**config.mk**
```make
export PLATFORM = sky130hd
export DESIGN_NAME = bit_branch_loop_cpu_control
export DESIGN_NICKNAME = d
export VERILOG_FILES = /design/src/hdl/exec_pkg.sv /design/src/hdl/bit_branch_loop_cpu_control.sv /design/src/hdl/inst_decode.sv
export SDC_FILE = /design/constraint.sdc
export NUM_CORES = 1
export LEC_CHECK = 0
export BUFFER_PORTS_ARGS = -buffer_cell sky130_fd_sc_hd__buf_2
export CORE_ASPECT_RATIO = 0.5
export CORE_MARGIN = 4
export CORE_UTILIZATION = 60
export CTS_CLUSTER_SIZE = 12
export DETAILED_ROUTE_END_ITERATION = 7
export HOLD_SLACK_MARGIN = 0.12
export MAX_ROUTING_LAYER = met4
export PLACE_DENSITY = 0.8
export SYNTH_ARGS = -nofsm -noshare
export SYNTH_HDL_FRONTEND = slang
export SYNTH_SLANG_ARGS = --single-unit
```
**constraint.sdc**
```tcl
create_clock -name core_clk -period 7.31 [get_ports core_clk]
set_input_delay 0 -clock core_clk [delete_from_list [all_inputs] [get_ports core_clk]]
set_output_delay 0 -clock core_clk [all_outputs]
set_load 0.05 [all_outputs]
```
**src/hdl/exec_pkg.sv**
```systemverilog
// Constants and types for the bit-branch, loop and CPU control execution block
package exec_pkg;

    // ****************************************
    // APB register map (byte addresses)
    // ****************************************
    localparam logic [7:0] OFS_CTRL = 8'h00;
    localparam logic [7:0] OFS_STATUS = 8'h04;
    localparam logic [7:0] OFS_PC = 8'h08;
    localparam logic [7:0] OFS_REGS = 8'h0C;
    localparam logic [7:0] SADDR_BASE = 8'h20;
    localparam logic [7:0] SFR_BASE = 8'h40;
    localparam logic [7:0] MEM_REGION_MASK = 8'hE0;
    localparam int MEM_DEPTH = 8;

    // ****************************************
    // Field positions
    // ****************************************
    localparam int CTRL_RUN_BIT = 0;
    localparam int CTRL_WAKE_BIT = 1;
    localparam int STAT_BUSY_BIT = 0;
    localparam int STAT_HALT_BIT = 1;
    localparam int STAT_STOP_BIT = 2;
    localparam int STAT_IEN_BIT = 3;
    localparam int STAT_ILLEGAL_BIT = 4;
    localparam int REGS_B_LSB = 8;
    localparam int REGS_C_LSB = 16;
    localparam int REGS_PSB_LSB = 24;
    localparam int PSB_IEN_BIT = 7;
    localparam int PSB_Z_BIT = 6;
    localparam int PSB_AUX_BIT = 4;
    localparam int PSB_CRY_BIT = 0;

    // ****************************************
    // Reset values
    // ****************************************
    localparam logic [15:0] PC_RESET = 16'h0000;
    localparam logic [7:0] REG_RESET = 8'h00;
    localparam logic [7:0] MEM_RESET = 8'h00;

    // ****************************************
    // Opcodes and instruction lengths
    // ****************************************
    localparam logic [7:0] OPC_NOP = 8'h00;
    localparam logic [7:0] OPC_IEN = 8'h01;
    localparam logic [7:0] OPC_IDS = 8'h02;
    localparam logic [7:0] OPC_HALT = 8'h03;
    localparam logic [7:0] OPC_STOP = 8'h04;
    localparam logic [7:0] OPC_LOOP_B = 8'h05;
    localparam logic [7:0] OPC_LOOP_C = 8'h06;
    localparam logic [7:0] OPC_LOOP_SADDR = 8'h07;
    localparam logic [7:0] OPC_BIT_PREFIX = 8'h31;
    localparam logic [4:0] SUB_BCLR_SADDR = 5'h01;
    localparam logic [4:0] SUB_BCLR_SFR = 5'h02;
    localparam logic [4:0] SUB_BCLR_A = 5'h03;
    localparam logic [4:0] SUB_BCLR_PSB = 5'h04;
    localparam logic [2:0] LEN_ONE = 3'h1;
    localparam logic [2:0] LEN_TWO = 3'h2;
    localparam logic [2:0] LEN_THREE = 3'h3;
    localparam logic [2:0] LEN_FOUR = 3'h4;

    typedef enum logic [4:0] {
        ST_IDLE = 5'b00001,
        ST_FETCH = 5'b00010,
        ST_EXEC = 5'b00100,
        ST_HALT = 5'b01000,
        ST_STOP = 5'b10000
    } state_t;

    typedef enum logic [3:0] {
        OP_NOP, OP_IEN, OP_IDS, OP_HALT, OP_STOP,
        OP_BCLR_SADDR, OP_BCLR_SFR, OP_BCLR_A, OP_BCLR_PSB,
        OP_LOOP_B, OP_LOOP_C, OP_LOOP_SADDR, OP_ILLEGAL
    } op_t;

endpackage : exec_pkg

```
**src/hdl/bit_branch_loop_cpu_control.sv**
```systemverilog
// Execution unit for bit-test branch, counted loop and CPU control instructions
//
// Overview of operation
// - Bit clear: PC becomes next-instruction address plus signed displacement; length 4 or 3.
// - Bit set: nothing else happens, execution continues sequentially.
// - Loop instruction decrements B, C or a short-address byte in place.
// - Nonzero result branches relative to next address; length 2 or 3 bytes.
// - No-operation changes nothing and only takes its execution time.
// - Interrupt enable instruction sets the maskable interrupt enable flag.
// - After interrupt enable, a pending interrupt is taken at the next boundary.
// - Interrupt disable instruction clears the maskable interrupt enable flag.
// - No interrupt of any kind is taken right after interrupt disable.
// - Halt stops the CPU operation clock; the rest keeps running.
// - Stop halts the main oscillator and the whole system.
`timescale 1ns/1ns
`default_nettype none
module bit_branch_loop_cpu_control
    import exec_pkg::*;
(
    input wire logic core_clk,
    input wire logic reset,
    input wire logic psel,
    input wire logic penable,
    input wire logic pwrite,
    input wire logic [7:0] paddr,
    input wire logic [31:0] pwdata,
    output logic [31:0] prdata,
    output logic pready,
    output logic pslverr,
    output logic [15:0] prog_addr,
    input wire logic [7:0] prog_data,
    input wire logic int_req,
    input wire logic nmi_req,
    output logic int_ack,
    output logic nmi_ack,
    output logic cpu_clk_stop,
    output logic osc_stop
);

    // ****************************************
    // Helper functions
    // ****************************************
    function automatic logic [2:0] word_index(input logic [7:0] addr);
        return addr[4:2];
    endfunction : word_index

    function automatic logic [2:0] byte_index(input logic [7:0] addr);
        return addr[2:0];
    endfunction : byte_index

    function automatic logic bit_of(input logic [7:0] value, input logic [2:0] pos);
        return value[pos];
    endfunction : bit_of

    // ****************************************
    // Declarations
    // ****************************************
    state_t state_q;
    state_t state_d;
    op_t op_q;
    op_t dec_op;
    logic [2:0] dec_len;
    logic [7:0] dec_b0;
    logic [7:0] dec_b1;
    logic [7:0] ibuf_q [0:3];
    logic [1:0] cnt_q;
    logic [7:0] disp_q;
    logic last_byte;
    logic [7:0] a_q;
    logic [7:0] b_q;
    logic [7:0] c_q;
    logic ien_q;
    logic z_q;
    logic aux_q;
    logic cry_q;
    logic [7:0] saddr_q [0:MEM_DEPTH-1];
    logic [7:0] sfr_q [0:MEM_DEPTH-1];
    logic run_q;
    logic wake_q;
    logic illegal_q;
    logic [7:0] psb_byte;
    logic [7:0] dec_src;
    logic [7:0] dec_val;
    logic is_loop;
    logic take;
    logic ien_next;
    logic ien_eff;
    logic ack_window;
    logic [15:0] target;
    logic busy;
    logic reg_hit;
    logic reg_locked;
    logic [31:0] rd_val;
    logic apb_wr;
    logic in_saddr;
    logic in_sfr;
    logic exec_q;

    // ****************************************
    // Instruction fetch
    // ****************************************
    assign dec_b0 = (cnt_q == 2'h0) ? prog_data : ibuf_q[0];
    assign dec_b1 = (cnt_q == 2'h1) ? prog_data : ibuf_q[1];
    assign last_byte = (state_q == ST_FETCH) && (({1'b0, cnt_q} + 3'h1) == dec_len);
    assign exec_q = (state_q == ST_EXEC);

    inst_decode u_decode (
        .b0(dec_b0),
        .b1(dec_b1),
        .op(dec_op),
        .len(dec_len)
    );

    always_ff @(posedge core_clk) begin
        if (reset) begin
            prog_addr <= PC_RESET;
            cnt_q <= 2'h0;
            op_q <= OP_NOP;
            disp_q <= 8'h00;
        end else if (state_q == ST_FETCH) begin
            ibuf_q[cnt_q] <= prog_data;
            prog_addr <= prog_addr + 16'h0001;
            if (last_byte) begin
                cnt_q <= 2'h0;
                op_q <= dec_op;
                disp_q <= prog_data;
            end else begin
                cnt_q <= cnt_q + 2'h1;
            end
        end else if (exec_q && take) begin
            prog_addr <= target;
        end else if (apb_wr && paddr == OFS_PC) begin
            prog_addr <= pwdata[15:0];
        end
    end

    // ****************************************
    // Execute datapath
    // ****************************************
    // Address after the instruction is the fetch pointer during execute
    assign target = prog_addr + {{8{disp_q[7]}}, disp_q};
    assign dec_val = dec_src - 8'h01;

    always_comb begin
        psb_byte = 8'h00;
        psb_byte[PSB_IEN_BIT] = ien_q;
        psb_byte[PSB_Z_BIT] = z_q;
        psb_byte[PSB_AUX_BIT] = aux_q;
        psb_byte[PSB_CRY_BIT] = cry_q;
    end

    always_comb begin
        take = 1'b0;
        is_loop = 1'b0;
        dec_src = 8'h00;
        ien_next = ien_q;
        case (op_q)
            OP_BCLR_SADDR: take = ~bit_of(saddr_q[byte_index(ibuf_q[2])], ibuf_q[1][2:0]);
            OP_BCLR_SFR: take = ~bit_of(sfr_q[byte_index(ibuf_q[2])], ibuf_q[1][2:0]);
            OP_BCLR_A: take = ~bit_of(a_q, ibuf_q[1][2:0]);
            OP_BCLR_PSB: take = ~bit_of(psb_byte, ibuf_q[1][2:0]);
            OP_LOOP_B: begin
                is_loop = 1'b1;
                dec_src = b_q;
            end
            OP_LOOP_C: begin
                is_loop = 1'b1;
                dec_src = c_q;
            end
            OP_LOOP_SADDR: begin
                is_loop = 1'b1;
                dec_src = saddr_q[byte_index(ibuf_q[1])];
            end
            OP_IEN: ien_next = 1'b1;
            OP_IDS: ien_next = 1'b0;
            OP_NOP: take = 1'b0;
            default: take = 1'b0;
        endcase
        if (is_loop) begin
            take = (dec_val != 8'h00);
        end
    end

    // ****************************************
    // Sequencer
    // ****************************************
    always_comb begin
        state_d = state_q;
        case (state_q)
            ST_IDLE: begin
                if (run_q) begin
                    state_d = ST_FETCH;
                end
            end
            ST_FETCH: begin
                if (last_byte) begin
                    state_d = ST_EXEC;
                end
            end
            ST_EXEC: begin
                case (op_q)
                    OP_HALT: state_d = ST_HALT;
                    OP_STOP: state_d = ST_STOP;
                    default: state_d = run_q ? ST_FETCH : ST_IDLE;
                endcase
            end
            ST_HALT: begin
                if (wake_q || nmi_req || (int_req && ien_q)) begin
                    state_d = run_q ? ST_FETCH : ST_IDLE;
                end
            end
            ST_STOP: begin
                if (wake_q) begin
                    state_d = run_q ? ST_FETCH : ST_IDLE;
                end
            end
            default: state_d = ST_IDLE;
        endcase
    end

    always_ff @(posedge core_clk) begin
        if (reset) begin
            state_q <= ST_IDLE;
            cpu_clk_stop <= 1'b0;
            osc_stop <= 1'b0;
        end else begin
            state_q <= state_d;
            cpu_clk_stop <= (state_d == ST_HALT);
            osc_stop <= (state_d == ST_STOP);
        end
    end

    // ****************************************
    // Interrupt acknowledge at boundaries
    // ****************************************
    // Enable seen by the boundary right after the enable instruction itself
    assign ien_eff = exec_q ? ien_next : ien_q;
    assign ack_window = (exec_q && op_q != OP_IDS && op_q != OP_HALT && op_q != OP_STOP)
        || (state_q == ST_HALT && state_d != ST_HALT);

    always_ff @(posedge core_clk) begin
        if (reset) begin
            nmi_ack <= 1'b0;
            int_ack <= 1'b0;
        end else begin
            nmi_ack <= ack_window && nmi_req;
            int_ack <= ack_window && !nmi_req && int_req && ien_eff;
        end
    end

    // ****************************************
    // Register file and flags
    // ****************************************
    always_ff @(posedge core_clk) begin
        if (reset) begin
            a_q <= REG_RESET;
            b_q <= REG_RESET;
            c_q <= REG_RESET;
            ien_q <= 1'b0;
            z_q <= 1'b0;
            aux_q <= 1'b0;
            cry_q <= 1'b0;
        end else if (exec_q) begin
            ien_q <= ien_next;
            if (op_q == OP_LOOP_B) begin
                b_q <= dec_val;
            end
            if (op_q == OP_LOOP_C) begin
                c_q <= dec_val;
            end
        end else if (apb_wr && paddr == OFS_REGS) begin
            // Arithmetic flags change only by software, never by execution
            a_q <= pwdata[7:0];
            b_q <= pwdata[REGS_B_LSB +: 8];
            c_q <= pwdata[REGS_C_LSB +: 8];
            ien_q <= pwdata[REGS_PSB_LSB + PSB_IEN_BIT];
            z_q <= pwdata[REGS_PSB_LSB + PSB_Z_BIT];
            aux_q <= pwdata[REGS_PSB_LSB + PSB_AUX_BIT];
            cry_q <= pwdata[REGS_PSB_LSB + PSB_CRY_BIT];
        end
    end

    for (genvar gi = 0; gi < MEM_DEPTH; gi++) begin : g_mem
        always_ff @(posedge core_clk) begin
            if (reset) begin
                saddr_q[gi] <= MEM_RESET;
                sfr_q[gi] <= MEM_RESET;
            end else begin
                if (exec_q && op_q == OP_LOOP_SADDR && byte_index(ibuf_q[1]) == 3'(gi)) begin
                    saddr_q[gi] <= dec_val;
                end else if (apb_wr && in_saddr && word_index(paddr) == 3'(gi)) begin
                    saddr_q[gi] <= pwdata[7:0];
                end
                if (apb_wr && in_sfr && word_index(paddr) == 3'(gi)) begin
                    sfr_q[gi] <= pwdata[7:0];
                end
            end
        end
    end

    // ****************************************
    // APB slave
    // ****************************************
    assign busy = (state_q != ST_IDLE);
    assign in_saddr = ((paddr & MEM_REGION_MASK) == SADDR_BASE);
    assign in_sfr = ((paddr & MEM_REGION_MASK) == SFR_BASE);
    assign apb_wr = psel && penable && pready && pwrite && !pslverr;

    always_comb begin
        rd_val = 32'h00000000;
        reg_hit = 1'b1;
        reg_locked = 1'b0;
        if (paddr[1:0] != 2'h0) begin
            reg_hit = 1'b0;
        end else if (in_saddr) begin
            rd_val[7:0] = saddr_q[word_index(paddr)];
            reg_locked = busy;
        end else if (in_sfr) begin
            rd_val[7:0] = sfr_q[word_index(paddr)];
            reg_locked = busy;
        end else begin
            case (paddr)
                OFS_CTRL: rd_val[CTRL_RUN_BIT] = run_q;
                OFS_STATUS: begin
                    rd_val[STAT_BUSY_BIT] = busy;
                    rd_val[STAT_HALT_BIT] = (state_q == ST_HALT);
                    rd_val[STAT_STOP_BIT] = (state_q == ST_STOP);
                    rd_val[STAT_IEN_BIT] = ien_q;
                    rd_val[STAT_ILLEGAL_BIT] = illegal_q;
                end
                OFS_PC: begin
                    rd_val[15:0] = prog_addr;
                    reg_locked = busy;
                end
                OFS_REGS: begin
                    rd_val = {psb_byte, c_q, b_q, a_q};
                    reg_locked = busy;
                end
                default: reg_hit = 1'b0;
            endcase
        end
    end

    // Answer is prepared at setup, so every access has zero wait states
    always_ff @(posedge core_clk) begin
        if (reset) begin
            pready <= 1'b0;
            pslverr <= 1'b0;
            prdata <= 32'h00000000;
        end else begin
            pready <= psel && !penable;
            pslverr <= psel && !penable && (!reg_hit || (pwrite && reg_locked));
            prdata <= (psel && !penable && !pwrite && reg_hit) ? rd_val : 32'h00000000;
        end
    end

    always_ff @(posedge core_clk) begin
        if (reset) begin
            run_q <= 1'b0;
            wake_q <= 1'b0;
        end else begin
            wake_q <= apb_wr && paddr == OFS_CTRL && pwdata[CTRL_WAKE_BIT];
            if (apb_wr && paddr == OFS_CTRL) begin
                run_q <= pwdata[CTRL_RUN_BIT];
            end
        end
    end

    // Undefined opcode flag: a new event wins over a clear in the same cycle
    always_ff @(posedge core_clk) begin
        if (reset) begin
            illegal_q <= 1'b0;
        end else if (exec_q && op_q == OP_ILLEGAL) begin
            illegal_q <= 1'b1;
        end else if (apb_wr && paddr == OFS_STATUS && pwdata[STAT_ILLEGAL_BIT]) begin
            illegal_q <= 1'b0;
        end
    end

endmodule : bit_branch_loop_cpu_control
`default_nettype wire

```
**src/hdl/inst_decode.sv**
```systemverilog
// Opcode decoder: instruction class and length in bytes
`timescale 1ns/1ns
`default_nettype none
module inst_decode
    import exec_pkg::*;
(
    input wire logic [7:0] b0,
    input wire logic [7:0] b1,
    output var op_t op,
    output logic [2:0] len
);

    always_comb begin
        op = OP_ILLEGAL;
        len = LEN_ONE;
        case (b0)
            OPC_NOP: op = OP_NOP;
            OPC_IEN: op = OP_IEN;
            OPC_IDS: op = OP_IDS;
            OPC_HALT: op = OP_HALT;
            OPC_STOP: op = OP_STOP;
            OPC_LOOP_B: begin
                op = OP_LOOP_B;
                len = LEN_TWO;
            end
            OPC_LOOP_C: begin
                op = OP_LOOP_C;
                len = LEN_TWO;
            end
            OPC_LOOP_SADDR: begin
                op = OP_LOOP_SADDR;
                len = LEN_THREE;
            end
            OPC_BIT_PREFIX: begin
                len = LEN_FOUR;
                case (b1[7:3])
                    SUB_BCLR_SADDR: op = OP_BCLR_SADDR;
                    SUB_BCLR_SFR: op = OP_BCLR_SFR;
                    SUB_BCLR_PSB: op = OP_BCLR_PSB;
                    SUB_BCLR_A: begin
                        op = OP_BCLR_A;
                        len = LEN_THREE;
                    end
                    default: begin
                        op = OP_ILLEGAL;
                        len = LEN_TWO;
                    end
                endcase
            end
            default: begin
                op = OP_ILLEGAL;
                len = LEN_ONE;
            end
        endcase
    end

endmodule : inst_decode
`default_nettype wire

```
# After elaboration in Yosys (flattened, before gate mapping)
# Memory sizes are Yosys's and may differ from the RTL's.
# Index checks and enable logic that the tools add are counted.
classes:
  n_addsub: 5
  order_cmp: 1
  eq_ne: 59
  muxes: 163
  bitwise_logic: 31
  n_reduce_logical: 85
ops:
  columns: ["op", "count"]
  rows:
  - ["8-bit 2-to-1 mux", 34]
  - ["1-bit 2-to-1 mux", 104]
  - ["1-bit logical AND", 54]
  - ["16-bit 2-to-1 mux", 3]
  - ["8-bit by 3-bit equality test with 1-bit output (second input constant)", 5]
  - ["4-bit case mux with 9 select lines", 1]
  - ["5-bit case mux with 5 select lines", 1]
  - ["3-bit equality test (second input constant)", 8]
  - ["1-bit OR", 24]
  - ["8-bit case mux with 3 select lines", 1]
  - ["11-bit case mux with 2 select lines", 1]
  - ["4-bit equality test (second input constant)", 5]
  - ["5-bit 2-to-1 mux", 4]
  - ["16-bit by 1-bit adder with 16-bit output (second input constant)", 1]
  - ["16-bit adder", 1]
  - ["4-bit by 3-bit equality test with 1-bit output (second input constant)", 4]
  - ["8-bit by 2-bit equality test with 1-bit output (second input constant)", 2]
  - ["8-bit by 4-bit equality test with 1-bit output (second input constant)", 2]
  - ["8-bit zero test", 2]
  - ["4-bit case mux with 4 select lines", 1]
  - ["3-bit by 2-bit equality test with 1-bit output (second input constant)", 5]
  - ["5-bit by 2-bit equality test with 1-bit output (second input constant)", 3]
  - ["1-bit binary-select mux with 3-bit select", 4]
  - ["4-bit case mux with 3 select lines", 1]
  - ["40 further kinds", 73]
totals:
  ff_bits: 104
  ram_bits: 160
  in_bits: 55
  out_inout_bits: 54
  wordCells: 371
  n_memories: 3
memory_table:
  columns: ["memory", "depth", "word_bits", "rd", "rd_ports_with_merged_regs", "wr", "line_no", "source"]
  rows:
  - ["saddr_q", 8, 8, 3, 0, 8, "bit_branch_loop_cpu_control.sv:76", "logic [7:0] saddr_q [0:MEM_DEPTH-1];"]
  - ["sfr_q", 8, 8, 2, 0, 8, "bit_branch_loop_cpu_control.sv:77", "logic [7:0] sfr_q [0:MEM_DEPTH-1];"]
  - ["ibuf_q", 4, 8, 3, 0, 1, "bit_branch_loop_cpu_control.sv:65", "logic [7:0] ibuf_q [0:3];"]

# Longest topological paths before layout
depth:
  ltp_word: 16
  depth_mapped: 15
  mapped_depth_nobuf: 12

# Modules after synthesis
# From an unflattened synthesis, not the netlist that was laid out.
unflattened:
  cells_unflattened: 1356
  hier_area_um2: 14808.0
modules_own_cells:
  columns: ["mod", "instances", "cells_per_inst", "area_each_um2", "seq_area_each_um2"]
  rows:
  - ["bit_branch_loop_cpu_control", 1, 1322, 14555.2, 6416.2]
  - ["inst_decode", 1, 34, 252.7, 0.0]

# Worst setup path after synthesis
# Ideal clock, no wire load.
synth_path:
  kind: "reg2reg"
  start: "memory ibuf_q[1][0]"
  end: "register prog_addr[13]"
  setup_ns: 0.095
  arrival_time_ns: 3.773
  required_time_ns: 7.215
  path_slack_ns: 3.442
  stages_incl_launch_ff: 16
  path_buffers: 5
  synth_period_minus_slack_ns: 3.868
  path_cell_list: "edfxtp_1 > buf_4 > buf_4 > mux4_2 > mux2i_1 > o22a_1 > clkbuf_1 > ha_1 > nand3_1 > xor2_1 > nor4_4 > a21oi_1 > buf_2 > buf_2 > nand2_1 > a221oi_1"
synth_lines:
  columns: ["item", "line_no", "source"]
  rows:
  - ["start: declaration", "bit_branch_loop_cpu_control.sv:65", null]
  - ["end signal: assignment", "bit_branch_loop_cpu_control.sv:122", "prog_addr <= prog_addr + 16'h0001;"]
  - ["end signal: assignment", "bit_branch_loop_cpu_control.sv:131", "prog_addr <= target;"]
  - ["end signal: assignment", "bit_branch_loop_cpu_control.sv:133", "prog_addr <= pwdata[15:0];"]
  - ["end: declaration", "bit_branch_loop_cpu_control.sv:30", "output logic [15:0] prog_addr,"]

==> summary.md <==
| Metric | Value |
|---|---|
| # setup viols final | `0` |
| Avg Cell Area, Syn | `11.0 um^2` |
| Reg area | `~0.0064 mm^2` |
| Post-CTS Setup Bufs | `0` |
| Worst hold stages | `5` |
| Post-synth EDFFs | `147` |
| WL met1 | `about 16,000 um` |
| Total clock buffers created by CTS | `24` |
| Core Util, Final | `0.705` |
| Avg WL per Cell | `between 20 and 30 um` |
| Core ar. | `~0.023 mm^2` |
| Hold Startpoint | `paddr[6]` |
| Detail Route Antenna Nets | `0` |
| Hpwl dp | `between 30,000 and 40,000 um` |
| # diodes | `0` |
| Synth warn | `0` |
| Proportion of layout cells with a drive suffix above 1 | `0.180` |
| Largest net degree at the start of global routing | `48` |
| Clk buf depth | `3` |
| R2R Setup Slk | `2.16 ns` |
| Top routing layer in use | `met4` |
| Initial DRT Pass Iterations | `6` |
| Initial antenna violation count | `0` |
| Setup CP Type | `register to register` |
| Layout Nets | `1,500` |
| DRC Markers | `0` |
| Area grow syn2layout | `13.0%` |
| Max IR drop VDD | `approximately 150 uV` |
| Gates resized, CTS repair | `0` |
| Max Freq | `0.194 GHz` |
| Sequential share of the synthesized area | `0.441` |
| Starting Density | `0.624` |
| Post-synth top flop | `edfxtp_1` |
| PortBufs | `100` |
| CTS sink cnt | `~250` |
| Yosys cell types | `81` |
| Status | `completed` |
| Final RePlAce weighted congestion | `about 1` |
| H-tree Lvls | `1` |
| Post-detailed-routing wire length | `around 45,000 um` |
| Post-Synthesis Cell Area | `~0.015 mm^2` |
| First-pass GRT wire length | `just under 70,000 um` |
| RR Startpoint | `ibuf_q[1][0]` |
| RR Endpoint | `prog_addr[13]` |
| Lkg Pwr | `roughly 6.1 nW` |
| Hold EP | `prdata[20]` |
| Vias in the first global route | `around 12,000` |
| MaxCap Viol Count | `0` |
| Final Hold Viols | `0` |
| Die W | `228 um` |
| Via count | `roughly 12,000` |
| Min cycle time layout | `~5.2 ns` |
| Vias per cell | `~7.0` |
| Clock Skews | `0.0151 ns` |
| CP Max Fanout | `30` |
| RSZ-0062 raised after global routing | `false` |
| Die Y | `~120 um` |
| Slew Limit Fails | `0` |
| FF-to-FF path depth | `11` |
| CP Launch Type | `register` |
| Worst Setup End Kind | `register` |
| CP max-delay cell | `a21oi_2` |
| Worst-margin pin slew | `1.46 ns` |
| Cts hold-fix bufs | `58` |
| Final Cycle Share | `0.705` |
| Critical Path AT | `5.59 ns` |
| Final TNS setup | `0 ns` |
| # fillers | `between 1,500 and 2,000` |
| I/O pin count | `109` |
| Worst-Skew Late Latency | `~0.54 ns` |
| Die ar. | `between 0.02 and 0.03 mm^2` |
| Cell Pwr Density | `176 mW/mm^2` |
| Ordered list of cells on the worst path | `buf_4 > mux4_2 > mux2i_1 > o22a_1 > ha_1 > nand3_1 > xor2_1 > nor4_4 > a21oi_2 > nor3_2 > a221oi_1` |
| Met2 WL | `between 20,000 and 25,000 um` |
| Crit-path max cell delay | `0.91 ns` |
| Area of the multi-input gates | `~0.0077 mm^2` |
| Total grt overflow | `0` |
| Iteration-0 DRC Markers | `approximately 2,100` |
| Clock-pin slew on the worst setup and hold paths | `about 0.060 ns` |
| Hold Path Class | `primary input to register` |
| Max-Slew Margin vs Limit | `0.0225` |
| Met3 WL | `6550 um` |
| Post-Syn Instances | `between 1,000 and 1,500` |
| Crit path required time | `roughly 7.8 ns` |
| CTS tree | `yes` |
| Async set-reset flop share out of synthesis | `0` |
| GRT Total Usage | `0.333` |
| Clock root cell | `clkbuf_16` |
| Row cnt | `39` |
| Yosys reg bits | `about 250` |
-- registers in the layout (all words and copies together), names as in the netlist, 2 cells and up --
signal	count
ibuf_q	19
op_q	4
b_q	8
saddr_q	64
disp_q	8
sfr_q	64
cnt_q	2
prdata	28
c_q	8
prog_addr	16
state_q	5
a_q	8
-- cells in the mapped netlist (9+ instances only) --
master / number / area, um^2
edfxtp_1: 147 / 4410
nor2_1: 119 / 447
dfxtp_1: 100 / 2000
nand2_1: 96 / 360
mux4_2: 83 / 1870
and2_1: 75 / 469
clkbuf_1: 67 / 251
a21oi_1: 60 / 300
a22o_1: 58 / 508
mux2i_1: 49 / 490
nor3_1: 35 / 175
nand3_1: 33 / 165
a22oi_1: 28 / 210
o21ai_0: 28 / 140
ha_1: 22 / 275
xnor2_1: 19 / 166
inv_1: 18 / 67.6
a211oi_1: 16 / 120
mux2_2: 15 / 169
buf_1: 14 / 52.6
a31oi_1: 13 / 81.3
buf_2: 13 / 65.1
or3_1: 13 / 81.3
nand3b_1: 11 / 82.6
nor2b_1: 11 / 68.8
o221ai_1: 11 / 96.3
o41ai_1: 11 / 96.3
xor2_1: 11 / 96.3
a21o_1: 9 / 67.6
nand2b_1: 9 / 56.3
-- final cells by class --
class | count | share of cell area
Sequential cell | 247 | 0.390
Inverter | 19 | 0.00433
Tap cell | 307 | 0.0233
Multi-Input combinational cell | 955 | 0.467
Clock buffer | 41 | 0.0421
Timing Repair Buffer | 175 | 0.0735
-- logic make-up after synthesis --
| group | share of synthesized area |
|---|---|
| and+or+nand+nor | 0.155 |
| AOI/OAI and AO/OA | 0.155 |
| DFF | 0.441 |
| muxes | 0.174 |
| buffers and inverters | 0.0339 |
| xor gates and xnor gates | 0.0211 |
| adders and majority gates | 0.0203 |
| other | 0.000258 |
-- worst max path at each step --
stage	startpoint	endpoint	slack (ns)
5_1_grt	ibuf_q[1][0]	prog_addr[15]	1.82
2_1_floorplan	ibuf_q[1][0]	prog_addr[13]	3.44
4_1_cts	ibuf_q[1][0]	prog_addr[15]	2.25
6_report	ibuf_q[1][0]	prog_addr[13]	2.16
3_3_place_gp	ibuf_q[1][0]	prog_addr[13]	2.41
3_5_place_dp	ibuf_q[1][0]	prog_addr[15]	2.29
-- layer usage --
metal | track usage | up-vias
met1 | 0.427 | 5857
li1 | - | 5303
met2 | 0.521 | 943
met4 | 0.108 | 0
met3 | 0.0921 | 163
met5 | - | -
-- cell usage in the layout (no fill, tap or decap), types with 9 or more instances in the layout --
master / count
nand2b_1: 9
a22oi_1: 28
o41ai_1: 11
and2_1: 75
nand2_1: 96
clkbuf_16: 25
nor2b_1: 11
buf_4: 17
clkbuf_1: 13
inv_1: 18
a22o_1: 58
buf_2: 100
nand3b_1: 11
dfxtp_1: 100
nor3_1: 35
mux4_2: 83
edfxtp_1: 147
or3_1: 13
a21o_1: 9
mux2_2: 15
mux2i_1: 49
a31oi_1: 13
a211oi_1: 16
xor2_1: 11
nand3_1: 33
xnor2_1: 19
dlygate4sd3_1: 58
o221ai_1: 11
nor2_1: 119
o21ai_0: 28
a21oi_1: 59
ha_1: 22
-- metrics by stage --
step	power (mW)	cells	setup WS, ns	hold WS, ns	area, um^2
final	2.89	1744	2.16	0.183	16500
after global routing	2.96	1744	1.82	0.224	16500
after CTS	2.88	1744	2.25	0.138	16500
after detailed placement	1.73	1645	2.29	0.202	15200
after global placement	1.72	1645	2.41	0.194	15200
after floorplan	1.66	1322	3.44	0.0757	14600
-- critical path, delay by kind of cell, from the launching register on --
kind	cells	cell delay, ns
adders and majority gates	1	0.39
buffers and inverters	1	0.44
DFF	1	0.32
and+or+nand+nor	3	0.41
AOI/OAI and AO/OA	3	1.82
xor gates and xnor gates	1	0.86
muxes	2	0.79
-- where the power goes --
group | leakage [nW] | internal [mW] | switching (mW)
registers | 2.28 | 1.50 | 0.0186
clock network | 0.336 | 0.638 | 0.527
logic | 3.50 | 0.0862 | 0.123
total | 6.11 | 2.22 | 0.669
No activity file was read; power rests on OpenSTA's default activity.
